<file path="config.mk">
export PLATFORM = sky130hd
export DESIGN_NAME = rbs_sequencer
export DESIGN_NICKNAME = d
export VERILOG_FILES = /design/src/hdl/rbs_pkg.sv /design/src/hdl/rbs_mem_cycle.sv /design/src/hdl/rbs_pulse_low.sv /design/src/hdl/rbs_sequencer.sv
export VERILOG_INCLUDE_DIRS = /design/src /design/src/hdl
export SDC_FILE = /design/constraint.sdc
export NUM_CORES = 1
export LEC_CHECK = 0
export ABC_AREA = 1
export CAP_MARGIN = 20
export CORE_MARGIN = 8
export CORE_UTILIZATION = 53
export DETAILED_ROUTE_END_ITERATION = 6
export DONT_BUFFER_PORTS = 1
export HOLD_SLACK_MARGIN = 0.15
export PLACE_DENSITY_LB_ADDON = 0.05
export SLEW_MARGIN = 20
export SYNTH_ARGS = -nofsm -noshare
export SYNTH_HDL_FRONTEND = slang
export SYNTH_SLANG_ARGS = --single-unit
</file>
<file path="constraint.sdc">
create_clock -name core_clk -period 3.4 [get_ports core_clk]
set_input_delay 0.34 -clock core_clk [delete_from_list [all_inputs] [get_ports core_clk]]
set_output_delay 0.34 -clock core_clk [all_outputs]
set_load 0.005 [all_outputs]
</file>
<file path="src/hdl/rbs_params.svh">
// Constants for the broadcast message sequencer: offsets, fields, resets, timing
`ifndef RBS_PARAMS_SVH
`define RBS_PARAMS_SVH

// ----------------------------------------
// Register offsets (byte addresses)
// ----------------------------------------
`define RBS_OFF_CTRL 8'h00
`define RBS_OFF_RTADDR 8'h04
`define RBS_OFF_DATA 8'h08
`define RBS_OFF_ERROR 8'h0c
`define RBS_OFF_STATE 8'h10
`define RBS_OFF_IRQ_STAT 8'h14
`define RBS_OFF_IRQ_MASK 8'h18

// ----------------------------------------
// Field positions and reset values
// ----------------------------------------
`define RBS_CTRL_EN_BIT 0
`define RBS_IRQ_DONE_BIT 0
`define RBS_IRQ_BAD_BIT 1
`define RBS_ERR_WORD_BIT 0
`define RBS_ERR_ILLEGAL_BIT 1
`define RBS_CTRL_RST 1'b0
`define RBS_RTADDR_RST 5'h00
`define RBS_MASK_RST 2'h0
`define RBS_CMD_ADDR_HI 15
`define RBS_CMD_ADDR_LO 11
`define RBS_CMD_TR_BIT 10
`define RBS_CMD_SA_HI 9
`define RBS_CMD_SA_LO 5
`define RBS_CMD_WC_HI 4
`define RBS_CMD_WC_LO 0
`define RBS_BCAST_ADDR 5'h1f
`define RBS_STAT_MERR_BIT 10
`define RBS_STAT_BCAST_BIT 4

// ----------------------------------------
// Timing
// ----------------------------------------
`define RBS_CLK_NS 8
`define RBS_PULSE_NS 500

`endif

</file>
<file path="src/hdl/rbs_pkg.sv">
// Types shared by the broadcast message sequencer files
`default_nettype none
package rbs_pkg;

    // ----------------------------------------
    // Sequencer states, one-hot
    // ----------------------------------------
    typedef enum logic [9:0] {
        S_IDLE  = 10'h001,
        S_CMD   = 10'h002,
        S_WAIT  = 10'h004,
        S_DATA  = 10'h008,
        S_TXOUT = 10'h010,
        S_STAT  = 10'h020,
        S_LAST  = 10'h040,
        S_ERR   = 10'h080,
        S_RXREG = 10'h100,
        S_FIN   = 10'h200
    } rbs_state_t;

    // ----------------------------------------
    // Kind of word in a memory write cycle
    // ----------------------------------------
    typedef enum logic [2:0] {
        K_CMD = 3'h0,
        K_DATA = 3'h1,
        K_STATUS = 3'h2,
        K_LASTCMD = 3'h3,
        K_ERROR = 3'h4,
        K_RXREG = 3'h5
    } rbs_kind_t;

endpackage
`default_nettype wire

</file>
<file path="src/hdl/rbs_mem_cycle.sv">
// One memory write cycle: request, wait for grant, then put the word out
`timescale 1ns/1ns
`default_nettype none
module rbs_mem_cycle (
    // Clock and reset
    input wire logic core_clk,
    input wire logic reset,
    // Sequencer side
    input wire logic start,
    input wire logic [15:0] word,
    input wire rbs_pkg::rbs_kind_t kind,
    input wire logic grant,
    output logic busy,
    output logic done,
    // Memory side
    output logic xferReq,
    output logic [15:0] memData,
    output logic memWrite,
    output rbs_pkg::rbs_kind_t memKind
);
    logic busy_q;
    logic write_q;
    logic armed_q;
    logic [15:0] word_q;
    logic [15:0] data_q;
    rbs_pkg::rbs_kind_t kind_q;

    always_ff @(posedge core_clk) begin
        if (reset) begin
            busy_q <= 1'b0;
            write_q <= 1'b0;
            armed_q <= 1'b0;
            word_q <= 16'h0000;
            data_q <= 16'h0000;
            kind_q <= rbs_pkg::K_CMD;
        end else begin
            write_q <= 1'b0;
            // Grant must be seen low after start before it counts, so a grant still held from the last cycle is not taken;
            // a host that never releases grant between cycles stalls the sequencer
            if (!busy_q && start) begin
                busy_q <= 1'b1;
                armed_q <= 1'b0;
                word_q <= word;
                kind_q <= kind;
            end else if (busy_q && !grant) begin
                armed_q <= 1'b1;
            end else if (busy_q && grant && armed_q) begin
                // Word leaves only once the host has let go of the bus
                busy_q <= 1'b0;
                write_q <= 1'b1;
                data_q <= word_q;
            end
        end
    end

    assign busy = busy_q;
    assign done = write_q;
    assign xferReq = busy_q;
    assign memData = data_q;
    assign memWrite = write_q;
    assign memKind = kind_q;
endmodule
`default_nettype wire

</file>
<file path="src/hdl/rbs_pulse_low.sv">
// Active-low output pulse of fixed width, restarted by each trigger
`timescale 1ns/1ns
`default_nettype none
module rbs_pulse_low #(
    parameter int WIDTH = 62
) (
    // Clock and reset
    input wire logic core_clk,
    input wire logic reset,
    // Trigger and pulse
    input wire logic trig,
    output logic pulseN
);
    localparam int CW = $clog2(WIDTH + 1);
    localparam logic [CW-1:0] LOAD = CW'(WIDTH);
    localparam logic [CW-1:0] ONE = CW'(1);
    logic [CW-1:0] cnt_q;
    logic pulseN_q;

    always_ff @(posedge core_clk) begin
        if (reset) begin
            cnt_q <= '0;
            pulseN_q <= 1'b1;
        end else begin
            // Low for WIDTH cycles after the last trigger; a trigger held high keeps it low
            pulseN_q <= !(trig || cnt_q > ONE);
            if (trig) begin
                cnt_q <= LOAD;
            end else if (cnt_q != '0) begin
                cnt_q <= cnt_q - ONE;
            end
        end
    end

    assign pulseN = pulseN_q;
endmodule
`default_nettype wire

</file>
<file path="src/hdl/rbs_sequencer.sv">
// Broadcast-aware message sequencer of the serial terminal, with APB registers
//
// The APB slave port and the register offsets are this design's own decisions.
`timescale 1ns/1ns
`default_nettype none
`include "rbs_params.svh"

// What this block does
// - Broadcast: status not sent, still written
// - Broadcast receive: cmd, data, status, last, error
// - Mode code, count MSB high: one data word
// - Mode code, count MSB low: no data
// - Receiver waits any gap before first data
// - Broadcast receivers store status, never send it
// - Transmitter after broadcast receive skips receive register
// - Done pulse after error register, broadcast error-free
// - Done pulse after final register written
// - Controller: done after status or last data
// - Done on address load, data read, error read
// - Done and bad outputs are low pulses
// - Bad pulse on broadcast with transmit bit
// - Bad pulse on error during broadcast
// - Broadcast data error sets message error bit
// - Request first, word out only after grant
module rbs_sequencer #(
    parameter int PULSE_NS = `RBS_PULSE_NS
) (
    // Clock and reset
    input wire logic core_clk,
    input wire logic reset,
    // APB slave
    input wire logic psel,
    input wire logic penable,
    input wire logic pwrite,
    input wire logic [7:0] paddr,
    input wire logic [31:0] pwdata,
    output logic [31:0] prdata,
    output logic pready,
    output logic pslverr,
    output logic irq,
    // Word decoder
    input wire logic cmdValid,
    input wire logic [15:0] cmdWord,
    input wire logic dataValid,
    input wire logic [15:0] dataWord,
    input wire logic wordError,
    input wire logic txDataDone,
    output logic statusSend,
    // Controller datapath events
    input wire logic bcStatusStored,
    input wire logic bcLastDataStored,
    input wire logic bcCmdIsReceive,
    // Pins
    input wire logic roleSelect,
    input wire logic busGrantAckN,
    output logic xferReq,
    output logic [15:0] memData,
    output logic memWrite,
    output rbs_pkg::rbs_kind_t memKind,
    output logic modeCodeFlag,
    output logic messageDonePulseN,
    output logic badMessagePulseN
);
    localparam int PulseCycles = (PULSE_NS / `RBS_CLK_NS) < 1 ? 1 : PULSE_NS / `RBS_CLK_NS;

    // ----------------------------------------
    // Decoding helpers
    // ----------------------------------------
    function automatic logic isModeCode(input logic [15:0] c);
        logic [4:0] sa;
        sa = c[`RBS_CMD_SA_HI:`RBS_CMD_SA_LO];
        return sa == 5'h00 || sa == 5'h1f;
    endfunction

    function automatic logic [5:0] wordsNeeded(input logic [15:0] c);
        logic [4:0] wc;
        wc = c[`RBS_CMD_WC_HI:`RBS_CMD_WC_LO];
        if (isModeCode(c)) begin
            return wc[4] ? 6'h01 : 6'h00;
        end
        return (wc == 5'h00) ? 6'h20 : {1'b0, wc};
    endfunction

    function automatic logic isMapped(input logic [7:0] a);
        return a == `RBS_OFF_CTRL || a == `RBS_OFF_RTADDR || a == `RBS_OFF_DATA || a == `RBS_OFF_ERROR
            || a == `RBS_OFF_STATE || a == `RBS_OFF_IRQ_STAT || a == `RBS_OFF_IRQ_MASK;
    endfunction

    // ----------------------------------------
    // Pin synchronisers
    // ----------------------------------------
    logic [1:0] roleSync_q;
    logic [1:0] grantSync_q;

    always_ff @(posedge core_clk) begin
        if (reset) begin
            roleSync_q <= 2'h0;
            grantSync_q <= 2'h3;
        end else begin
            roleSync_q <= {roleSync_q[0], roleSelect};
            grantSync_q <= {grantSync_q[0], busGrantAckN};
        end
    end

    wire logic rtRole = roleSync_q[1];
    wire logic grantOn = !grantSync_q[1];

    // ----------------------------------------
    // APB registers
    // ----------------------------------------
    logic enable_q;
    logic [4:0] rtAddr_q;
    logic [1:0] irqMask_q;
    logic [1:0] irqStat_q;
    logic [1:0] errReg_q;
    logic [31:0] prdata_q;
    rbs_pkg::rbs_state_t state_q;
    logic [15:0] rxWord_q;

    wire logic apbAccess = psel && penable;
    wire logic apbWrite = apbAccess && pwrite && isMapped(paddr);
    wire logic apbRead = apbAccess && !pwrite && isMapped(paddr);
    wire logic irqClear = apbRead && paddr == `RBS_OFF_IRQ_STAT;
    wire logic errClear = apbRead && paddr == `RBS_OFF_ERROR;

    assign pready = 1'b1;
    assign pslverr = apbAccess && !isMapped(paddr);

    always_ff @(posedge core_clk) begin
        if (reset) begin
            enable_q <= `RBS_CTRL_RST;
            rtAddr_q <= `RBS_RTADDR_RST;
            irqMask_q <= `RBS_MASK_RST;
        end else if (apbWrite) begin
            case (paddr)
                `RBS_OFF_CTRL: begin
                    enable_q <= pwdata[`RBS_CTRL_EN_BIT];
                end
                `RBS_OFF_RTADDR: begin
                    rtAddr_q <= pwdata[4:0];
                end
                `RBS_OFF_IRQ_MASK: begin
                    irqMask_q <= pwdata[1:0];
                end
                default: begin
                end
            endcase
        end
    end

    // Read data is fetched in the setup phase so the access phase needs no wait
    always_ff @(posedge core_clk) begin
        if (reset) begin
            prdata_q <= 32'h0000_0000;
        end else if (psel && !penable) begin
            case (paddr)
                `RBS_OFF_CTRL: prdata_q <= {31'h0000_0000, enable_q};
                `RBS_OFF_RTADDR: prdata_q <= {27'h000_0000, rtAddr_q};
                `RBS_OFF_DATA: prdata_q <= {16'h0000, rxWord_q};
                `RBS_OFF_ERROR: prdata_q <= {30'h0000_0000, errReg_q};
                `RBS_OFF_STATE: prdata_q <= {20'h0_0000, rtRole, xferReq, state_q};
                `RBS_OFF_IRQ_STAT: prdata_q <= {30'h0000_0000, irqStat_q};
                `RBS_OFF_IRQ_MASK: prdata_q <= {30'h0000_0000, irqMask_q};
                default: prdata_q <= 32'h0000_0000;
            endcase
        end
    end

    assign prdata = prdata_q;

    // ----------------------------------------
    // Command decode
    // ----------------------------------------
    wire logic [4:0] cmdAddr = cmdWord[`RBS_CMD_ADDR_HI:`RBS_CMD_ADDR_LO];
    wire logic cmdTr = cmdWord[`RBS_CMD_TR_BIT];
    wire logic cmdBcast = cmdAddr == `RBS_BCAST_ADDR;
    wire logic cmdSeen = cmdValid && enable_q && rtRole && state_q == rbs_pkg::S_IDLE;
    wire logic illegalBcast = cmdSeen && cmdBcast && cmdTr;
    wire logic cmdTake = cmdSeen && (cmdAddr == rtAddr_q || cmdBcast) && !illegalBcast;

    // ----------------------------------------
    // Message sequencer
    // ----------------------------------------
    logic [15:0] cmd_q;
    logic isBcast_q;
    logic isTx_q;
    logic skipRx_q;
    logic prevBcastRx_q;
    logic [5:0] wordsLeft_q;
    logic errFlag_q;
    logic memBusy;
    logic memDone;
    logic memStart;
    logic [15:0] memWord;
    rbs_pkg::rbs_kind_t memWordKind;
    logic statusSend_q;
    logic modeCode_q;

    wire logic busyMsg = state_q != rbs_pkg::S_IDLE;

    always_ff @(posedge core_clk) begin
        if (reset) begin
            state_q <= rbs_pkg::S_IDLE;
            cmd_q <= 16'h0000;
            isBcast_q <= 1'b0;
            isTx_q <= 1'b0;
            skipRx_q <= 1'b0;
            prevBcastRx_q <= 1'b0;
            wordsLeft_q <= 6'h00;
            errFlag_q <= 1'b0;
            rxWord_q <= 16'h0000;
        end else begin
            if (wordError && busyMsg) begin
                errFlag_q <= 1'b1;
            end
            case (state_q)
                rbs_pkg::S_IDLE: begin
                    if (cmdTake) begin
                        cmd_q <= cmdWord;
                        isBcast_q <= cmdBcast;
                        isTx_q <= cmdTr;
                        // A transmit right after a broadcast receive is the far end of a broadcast transfer
                        skipRx_q <= prevBcastRx_q;
                        prevBcastRx_q <= cmdBcast && !cmdTr;
                        wordsLeft_q <= wordsNeeded(cmdWord);
                        errFlag_q <= 1'b0;
                        state_q <= rbs_pkg::S_CMD;
                    end
                end
                rbs_pkg::S_CMD: begin
                    if (memDone) begin
                        state_q <= (isTx_q || wordsLeft_q == 6'h00) ? rbs_pkg::S_STAT : rbs_pkg::S_WAIT;
                    end
                end
                rbs_pkg::S_WAIT: begin
                    // No limit on the gap before the first data word
                    if (wordError) begin
                        state_q <= rbs_pkg::S_STAT;
                    end else if (dataValid) begin
                        rxWord_q <= dataWord;
                        state_q <= rbs_pkg::S_DATA;
                    end
                end
                rbs_pkg::S_DATA: begin
                    if (memDone) begin
                        wordsLeft_q <= wordsLeft_q - 6'h01;
                        state_q <= (wordsLeft_q == 6'h01) ? rbs_pkg::S_STAT : rbs_pkg::S_WAIT;
                    end
                end
                rbs_pkg::S_STAT: begin
                    if (memDone) begin
                        state_q <= (isTx_q && wordsLeft_q != 6'h00) ? rbs_pkg::S_TXOUT : rbs_pkg::S_LAST;
                    end
                end
                rbs_pkg::S_TXOUT: begin
                    if (txDataDone) begin
                        state_q <= rbs_pkg::S_LAST;
                    end
                end
                rbs_pkg::S_LAST: begin
                    if (memDone) begin
                        state_q <= rbs_pkg::S_ERR;
                    end
                end
                rbs_pkg::S_ERR: begin
                    if (memDone) begin
                        // Broadcasts never store the receive register
                        state_q <= (isBcast_q || (isTx_q && skipRx_q)) ? rbs_pkg::S_FIN : rbs_pkg::S_RXREG;
                    end
                end
                rbs_pkg::S_RXREG: begin
                    if (memDone) begin
                        state_q <= rbs_pkg::S_FIN;
                    end
                end
                rbs_pkg::S_FIN: begin
                    state_q <= rbs_pkg::S_IDLE;
                end
                default: begin
                    state_q <= rbs_pkg::S_IDLE;
                end
            endcase
        end
    end

    // ----------------------------------------
    // Memory word selection
    // ----------------------------------------
    wire logic [15:0] statusWord = {rtAddr_q, errFlag_q, 5'h00, isBcast_q, 4'h0};

    always_comb begin
        memWord = cmd_q;
        memWordKind = rbs_pkg::K_CMD;
        case (state_q)
            rbs_pkg::S_DATA: begin
                memWord = rxWord_q;
                memWordKind = rbs_pkg::K_DATA;
            end
            rbs_pkg::S_STAT: begin
                memWord = statusWord;
                memWordKind = rbs_pkg::K_STATUS;
            end
            rbs_pkg::S_LAST: begin
                memWord = cmd_q;
                memWordKind = rbs_pkg::K_LASTCMD;
            end
            rbs_pkg::S_ERR: begin
                memWord = {14'h0000, errReg_q};
                memWordKind = rbs_pkg::K_ERROR;
            end
            rbs_pkg::S_RXREG: begin
                memWord = rxWord_q;
                memWordKind = rbs_pkg::K_RXREG;
            end
            default: begin
            end
        endcase
    end

    wire logic writeState = state_q == rbs_pkg::S_CMD || state_q == rbs_pkg::S_DATA || state_q == rbs_pkg::S_STAT
        || state_q == rbs_pkg::S_LAST || state_q == rbs_pkg::S_ERR || state_q == rbs_pkg::S_RXREG;
    // Gate on done too, or the state that just finished would start a second cycle
    assign memStart = writeState && !memBusy && !memDone;

    rbs_mem_cycle u_mem (
        .core_clk(core_clk),
        .reset(reset),
        .start(memStart),
        .word(memWord),
        .kind(memWordKind),
        .grant(grantOn),
        .busy(memBusy),
        .done(memDone),
        .xferReq(xferReq),
        .memData(memData),
        .memWrite(memWrite),
        .memKind(memKind)
    );

    // ----------------------------------------
    // Serial status request and mode code flag
    // ----------------------------------------
    always_ff @(posedge core_clk) begin
        if (reset) begin
            statusSend_q <= 1'b0;
            modeCode_q <= 1'b0;
        end else begin
            statusSend_q <= memStart && state_q == rbs_pkg::S_STAT && !isBcast_q;
            if (cmdTake) begin
                modeCode_q <= isModeCode(cmdWord);
            end
        end
    end

    assign statusSend = statusSend_q;
    assign modeCodeFlag = modeCode_q;

    // ----------------------------------------
    // Events, error register and interrupt
    // ----------------------------------------
    wire logic rtDone = state_q == rbs_pkg::S_FIN && (!isBcast_q || !errFlag_q);
    wire logic bcDone = !rtRole && ((bcStatusStored && bcCmdIsReceive) || (bcLastDataStored && !bcCmdIsReceive));
    wire logic hostDone = (apbWrite && paddr == `RBS_OFF_RTADDR)
        || (apbRead && (paddr == `RBS_OFF_DATA || paddr == `RBS_OFF_ERROR));
    wire logic bcastErr = wordError && busyMsg && isBcast_q;
    wire logic doneTrig = rtDone || bcDone || hostDone;
    wire logic badTrig = illegalBcast || bcastErr;

    always_ff @(posedge core_clk) begin
        if (reset) begin
            errReg_q <= 2'h0;
            irqStat_q <= 2'h0;
        end else begin
            // A new event wins over a clear in the same cycle
            errReg_q <= (errClear ? 2'h0 : errReg_q) | {illegalBcast, wordError && busyMsg};
            irqStat_q <= (irqClear ? 2'h0 : irqStat_q) | {badTrig, doneTrig};
        end
    end

    assign irq = |(irqStat_q & irqMask_q);

    rbs_pulse_low #(.WIDTH(PulseCycles)) u_done_pulse (
        .core_clk(core_clk),
        .reset(reset),
        .trig(doneTrig),
        .pulseN(messageDonePulseN)
    );

    rbs_pulse_low #(.WIDTH(PulseCycles)) u_bad_pulse (
        .core_clk(core_clk),
        .reset(reset),
        .trig(badTrig),
        .pulseN(badMessagePulseN)
    );
endmodule
`default_nettype wire

</file>
==> results.md, run 1 <==
- Status: complete, no violations
- Ys Warns: 0
- Vias per Instance: 5.416
- DRT Pass-1 Iters: 5
- First-pass GRT wire length: 31.06 mm
- Static leakage: 3.247 nW
- Hold_sp: dataWord[9]
- Post-synth top flop: dfxtp_1
- CP required: 3.75 ns
- CTS tree: yes
- Detail Route Antenna Nets: 0
- Die Y: 128.2 um
- Critical path class: register to register
- Hold Path Stages: 2
- Iter 0 DRT Violations: 441
- CTS max path bufs: 2
- Top cell types by occurrence after synthesis: 188 x nand2_1, 138 x dfxtp_1, 126 x inv_1
- CTS clk-pin slew, worst paths: 0.06 ns
- Post-Syn Area: 6673 sq um
- Global route overflow: 0
- Htree depth: 4
- Starting density of the core: 0.5353
- Power, Total: 5.502 mW
- Worst hold margin: 0.1603 ns
- Total track usage: 0.2429
- Post-Synth Adder-Cell Area: 0.01125
- Post-synth top area share: 0.4140
- CTS root buf: clkbuf_16
- Gpl congestion: 0.8917
- Hold Path Class: input pin to register
- Final slew viol count: 0
- Simple-Gate Fraction of Synth Area: 0.2785
- Num CTS Buffers: 17
- Setup bufs post-CTS: 0
- Seq/Total Area, Yosys: 0.4140
- Cell taking the most area after synthesis: dfxtp_1
- P per Cell Area: 719.5 nW/um^2
- Reg2Reg Depth: 10
- Wire per inst: 16.91 um
- Compound-Gate Fraction of Synth Area: 0.1641
- Cts repair resizes: 0
- RR Startpoint: state_q[5]
- Peak supply drop: 531.6 uV
- Final wirelength: 19.73 mm
- # IOs: 146
- Layout cells sized above 1: 0.07236
- R2R Path End: u_mem.word_q[11]
- Multiplexer share of the synthesized area: 0
- Final hold violation count: 0
- Core ar.: 12470 sq um
- CP Capture Type: register
- Reg-to-reg slack, setup: 1.17 ns
- Final setup vio count: 0
- Final min period: 2.233 ns
- HPWL after DPL: 14.39 mm
- Vias in the first global route: 5906
- Drc violations: 0
- Largest net degree at the start of global routing: 74
- # diodes: 0
- Setup tns final: 0 ns
- DIE WIDTH: 128.2 um
- Top post-synthesis cells by area: dfxtp_1 41%, nand2_1 11%, inv_1 7.1%, nor2_1 6.8%, a21oi_1 5.9%
- CP max FO: 22
- Clock sink count: 138
- Later-pin clock latency in the skew report: 0.42 ns
- Number of synthesized flops with an enable pin: 0
- P&R area growth vs syn: 14.61%
- Instance area at placement: 6704 sq um
- Synth Area in XOR/XNOR: 0.01313
- FMAX: 447.9 MHz
- Syn Area/Cell: 6.965 sq um
- Count leader, synth: nand2_1
- CP arrival: 2.58 ns
- Largest family of logic cells by synthesized area: simple AND/OR/NAND/NOR gates
- PortBufs: 0
- Post-synthesis async set-or-reset flop share: 0
- Post-Route Skew: 0.007919 ns
- Die Footprint: 16440 sq um
- Register bit total from synthesis: 138
- WHS Endpoint: rxWord_q[9]
- Least-Margin Pin Slew: 0.9283 ns
- Antenna violations before repair: 0
- Cell Rows: 41
- Post-Syn Instances: 958
- Routed vias: 6320
- Fin crit share: 0.6567
- Hold-fix buffers at CTS: 36
- Synth cell types: 46
- Post-route cell area: 7647 sq um
- Nets: 1075
- Startpoint types: register
- RSZ-0062 raised after global routing: false
- Max-slew headroom: 0.3811
- Max-cap violations: 0
[worst max-delay path: stages (launching register included)]
cell	delay, ns
dfxtp_1	0.37
inv_1	0.12
nor2_1	0.20
nand3_1	0.10
nor2_1	0.36
nor2_1	0.14
nand3_4	0.13
nand3_4	0.26
clkinv_4	0.24
o21ai_0	0.10
nor2_1	0.14
[power breakdown]
group          internal [mW]  total [mW]  switching [mW]
sequential              1.80        1.94           0.147
combinational          0.568        1.80            1.23
clock                   1.06        1.76           0.699
total                   3.42        5.50            2.08
[final cells by class]
type                    instances  area, sq um
well taps                     172        215.2
clock buffers                  21        470.5
fillers                      1217         4818
inverters                     134        510.5
flip-flops and latches        138         2763
multi-input cells             651         3179
repair buffers                 41        415.4
clock inverters                10        93.84
[metal layers]
layer / part of all wire / track usage / vias to the layer above
met5: 0 / 0 / -
met4: 0.019 / 0.08951 / 0
met3: 0.071 / 0.05699 / 33
met2: 0.46 / 0.3850 / 211
met1: 0.45 / 0.3135 / 2949
li1: - / - / 3127
[cell families after synthesis]
| family | after synthesis |
|---|---|
| AO/OA/AOI/OAI | 199 |
| XOR/XNOR | 10 |
| adder cells (fa/ha/maj) | 6 |
| buffers and inverters | 184 |
| flip-flops | 138 |
| other | 2 |
| AND/OR/NAND/NOR | 419 |
[layout by cell type, fill, tap and decap left out, types with 6 or more instances in the layout]
cell	n
dfxtp_1	138
ha_1	6
o221ai_1	7
a21oi_1	79
nand4_1	15
a211oi_1	7
xor2_1	7
o22ai_1	23
nand2_1	188
conb_1	17
nand3_1	46
clkbuf_16	17
o21ai_0	74
dlygate4sd3_1	35
nor2_1	120
inv_1	125
nor3_1	17
nor2_2	6
[registers in the layout (all words and copies together), names as in the netlist, 2 cells and up]
| signal | cells |
|---|---|
| cmd_q | 16 |
| prdata | 16 |
| rxWord_q | 16 |
| u_mem.memData | 16 |
| u_mem.word_q | 16 |
| state_q | 10 |
| u_bad_pulse.cnt_q | 6 |
| u_done_pulse.cnt_q | 6 |
| wordsLeft_q | 6 |
| rtAddr_q | 5 |
| u_mem.memKind | 3 |
| errReg_q | 2 |
| grantSync_q | 2 |
| irqMask_q | 2 |
| irqStat_q | 2 |
| roleSync_q | 2 |
[worst max-delay path by stage]
stage | startpoint | end | slack, ns | cells after the start
floorplan | paddr[5] | rtAddr_q[0] | 1.78 | 9
global placement | state_q[4] | modeCodeFlag | 1.22 | 10
detailed placement | paddr[5] | u_done_pulse.pulseN | 1.22 | 8
CTS | state_q[4] | modeCodeFlag | 1.21 | 10
global route | state_q[5] | u_mem.word_q[4] | 0.96 | 10
finish | state_q[5] | u_mem.word_q[11] | 1.17 | 10
[through the flow]
step                setup WS [ns]    util  instances
global placement            1.222  0.5378       1100
CTS                         1.211  0.6134       1167
detailed placement          1.216  0.5378       1100
finish                      1.167  0.6135       1167
floorplan                   1.781       -        973
global route               0.9576  0.6135       1167
No activity file was read; power rests on OpenSTA's default activity.
==> inputs of run 2 (changes only) <==
--- a/config.mk
+++ b/config.mk
@@ -6,7 +6,7 @@
 export SDC_FILE = /design/constraint.sdc
 export NUM_CORES = 1
 export LEC_CHECK = 0
-export ABC_AREA = 1
+export ABC_AREA = 0
 export CAP_MARGIN = 20
 export CORE_MARGIN = 8
 export CORE_UTILIZATION = 53
==> constraint.sdc (replaced) <==
create_clock -name core_clk -period 2.31 [get_ports core_clk]
set_input_delay 0.231 -clock core_clk [delete_from_list [all_inputs] [get_ports core_clk]]
set_output_delay 0.231 -clock core_clk [all_outputs]
set_load 0.005 [all_outputs]
==> results.md, run 2 <==
- Count leader, synth: dfxtp_1 (was nand2_1)
- CTS max path bufs: 2 (unchanged)
- CTS clk-pin slew, worst paths: 0.06 ns (about the same)
- Starting density of the core: 0.5351 (was 0.5353)
- Post-Syn Instances: 707 (was 958)
- Wire per inst: 20.10 um (was 16.91 um)
- Post-synth top flop: dfxtp_1 (unchanged)
- HPWL after DPL: 13.16 mm (was 14.39 mm)
- First-pass GRT wire length: 29.02 mm (was 31.06 mm)
- Total track usage: 0.2325 (was 0.2429)
- Fin crit share: 0.9927
- Top cell types by occurrence after synthesis: 138 x dfxtp_1, 86 x nor2_1, 75 x nand2_1 (was 188 x nand2_1, 138 x dfxtp_1, 126 x inv_1)
- Num CTS Buffers: 17 (unchanged)
- Beginning of the critical path: paddr[1] (was state_q[5])
- FMAX: 436.1 MHz
- CTS root buf: clkbuf_16 (unchanged)
- Final hold violation count: 0 (unchanged)
- Drc violations: 0 (unchanged)
- Synth cell types: 65 (was 46)
- Later-pin clock latency in the skew report: 0.42 ns (about the same)
- P&R area growth vs syn: 23.08% (was 14.61%)
- Nets: 868 (was 1075)
- Peak supply drop: 562.8 uV (was 531.6 uV)
- Least-Margin Pin Slew: 0.6517 ns (was 0.9283 ns)
- Final min period: 2.293 ns
- DRT Pass-1 Iters: 6 (was 5)
- Most frequent cells in the layout: 135 x dfxtp_1, 84 x nor2_1, 74 x nand2_1 (was 188 x nand2_1, 138 x dfxtp_1, 125 x inv_1)
- PortBufs: 0 (unchanged)
- Final worst setup slack: 0.01685 ns (was 1.167 ns)
- Ys Warns: 0 (unchanged)
- Register bit total from synthesis: 138 (unchanged)
- Number of synthesized flops with an enable pin: 0 (unchanged)
- Critical path class: input pin to register (was register to register)
- Seq/Total Area, Yosys: 0.4371 (was 0.4140)
- P per Cell Area: 781.6 nW/um^2 (was 719.5 nW/um^2)
- CP arrival: 2.66 ns (was 2.58 ns)
- Startpoint types: input pin (was register)
- Hold_sp: pwrite (was dataWord[9])
- Syn Area/Cell: 8.939 sq um (was 6.965 sq um)
- Post-synth top area share: 0.4371 (was 0.4140)
- Hold Path Class: input pin to register (unchanged)
- Global route overflow: 0 (unchanged)
- CP max FO: 4 (was 22)
- Post-route cell area: 7779 sq um (was 7647 sq um)
- Register area: 2766 sq um (was 2763 sq um)
- Final slew viol count: 0 (unchanged)
- Hold Path Stages: 3 (was 2)
- Status: complete, no violations (unchanged)
- Cell Rows: 40 (was 41)
- Max-cap violations: 0 (unchanged)
- Non-filler cells, final: 937 (was 1167)
- Static leakage: 3.001 nW (was 3.247 nW)
- RR Startpoint: state_q[6] (was state_q[5])
- Layout fillers: 1015 (was 1217)
- Inst Count DP: 842 (was 1100)
- # IOs: 146 (unchanged)
- Max-slew headroom: 0.5623 (was 0.3811)
- CP required: 2.67 ns (was 3.75 ns)
- CP Capture Type: register (unchanged)
- Final setup vio count: 0 (unchanged)
- Vias per Instance: 5.988 (was 5.416)
- Core ar.: 11810 sq um (was 12470 sq um)
- Commonest non-fill, non-tap cell in the layout: dfxtp_1 (was nand2_1)
- Vias in the first global route: 5447 (was 5906)
- Worst slack at placement: 0.1453 ns (was 1.216 ns)
- Top post-synthesis cells by area: dfxtp_1 44%, nor2_1 5.1%, mux2i_1 4.8%, a21oi_1 4.5%, nand2_1 4.5% (was dfxtp_1 41%, nand2_1 11%, inv_1 7.1%, nor2_1 6.8%, a21oi_1 5.9%)
- CTS tree: yes (unchanged)
- Die Footprint: 15670 sq um (was 16440 sq um)
- Iter 0 DRT Violations: 502 (was 441)
- Area of the multi-input gates: 3264 sq um (was 3179 sq um)
- Final wirelength: 18.83 mm (was 19.73 mm)
- Post-Syn Area: 6320 sq um (was 6673 sq um)
- Antenna violations before repair: 0 (unchanged)
- Largest net degree at the start of global routing: 106 (was 74)
- Routed vias: 5611 (was 6320)
- Post-Route Skew: 0.007509 ns (was 0.007919 ns)
- Gpl congestion: 0.9274 (was 0.8917)
- Post-synthesis async set-or-reset flop share: 0 (unchanged)
- Die Y: 125.2 um (was 128.2 um)
- Instance area at placement: 6469 sq um (was 6704 sq um)
- Clock sink count: 138 (unchanged)
- Htree depth: 4 (unchanged)
- Detail Route Antenna Nets: 0 (unchanged)
- Layout cells sized above 1: 0.1293 (was 0.07236)
- Reg2Reg Depth: 7 (was 10)
- Cell taking the most area after synthesis: dfxtp_1 (unchanged)
- DIE WIDTH: 125.2 um (was 128.2 um)
-- run 2: worst paths after layout --
kind / endpoint / slack [ns]
setup / recovery: irqMask_q[0] / 0.02
hold / removal: errReg_q[1] / 0.15
setup reg to reg: u_mem.armed_q / 0.08
hold reg to reg: grantSync_q[1] / 0.41
-- run 2: cell type report --
cell class / count / area share
antenna: 1 / 0.0003217
timing repair buffer: 92 / 0.1124
tap: 147 / 0.02364
inverter: 11 / 0.005308
clock buffer: 17 / 0.05469
multi-input combinational: 516 / 0.4197
clock inverter: 15 / 0.02831
sequential: 138 / 0.3556
-- run 2: kinds of logic after synthesis --
family | Yosys count | synth area share
adders and majority gates | 6 | 0.01188
buffers and inverters | 68 | 0.05939
and+or+nand+nor | 261 | 0.2037
DFF | 138 | 0.4371
AOI/OAI and AO/OA | 181 | 0.2049
other | 2 | 0.001188
xor gates and xnor gates | 17 | 0.02356
muxes | 34 | 0.05821
-- run 2: repair_timing --
item / 4_1_cts / 5_1_grt
setup buffers: 0 / 2
gates resized for setup: 0 / 11
hold endpoints to repair: 122 / 0
hold buffers: 60 / 0
endpoints found under the setup margin: 0 / 24
-- run 2: per-layer routing --
layer / GRT usage / up-vias / routed length (um)
li1: - / 2664 / -
met1: 0.2741 / 2715 / 7796
met2: 0.3998 / 210 / 9464
met3: 0.05737 / 22 / 1316
met4: 0.08811 / 0 / 257
met5: 0 / - / 0
-- run 2: worst max-delay path: stages --
cell and delay (ns):
or4_1 0.60, nor2_2 0.13, nand4_1 0.15, nor2_1 0.18, nand2_1 0.07, dlygate4sd3_1 0.57, a21oi_1 0.15, dlygate4sd3_1 0.57
-- run 2: metrics by stage --
stage	TNS [ns]	hold WS [ns]	utilization	power, mW
4_1_cts	0	0.1513	0.6547	6.099
3_5_place_dp	0	0.3144	0.5477	3.059
3_3_place_gp	0	0.3142	0.5477	3.029
5_1_grt	-0.05403	0.1752	0.6584	6.296
6_report	0	0.1488	0.6586	6.079
2_1_floorplan	0	0.3348	-	3.011
-- run 2: power by group --
group | switching (mW) | leakage, nW | internal [mW]
clock network | 1.05 | 0.314 | 1.92
logic | 0.315 | 1.57 | 0.268
registers | 0.0719 | 1.12 | 2.46
total | 1.44 | 3.00 | 4.64
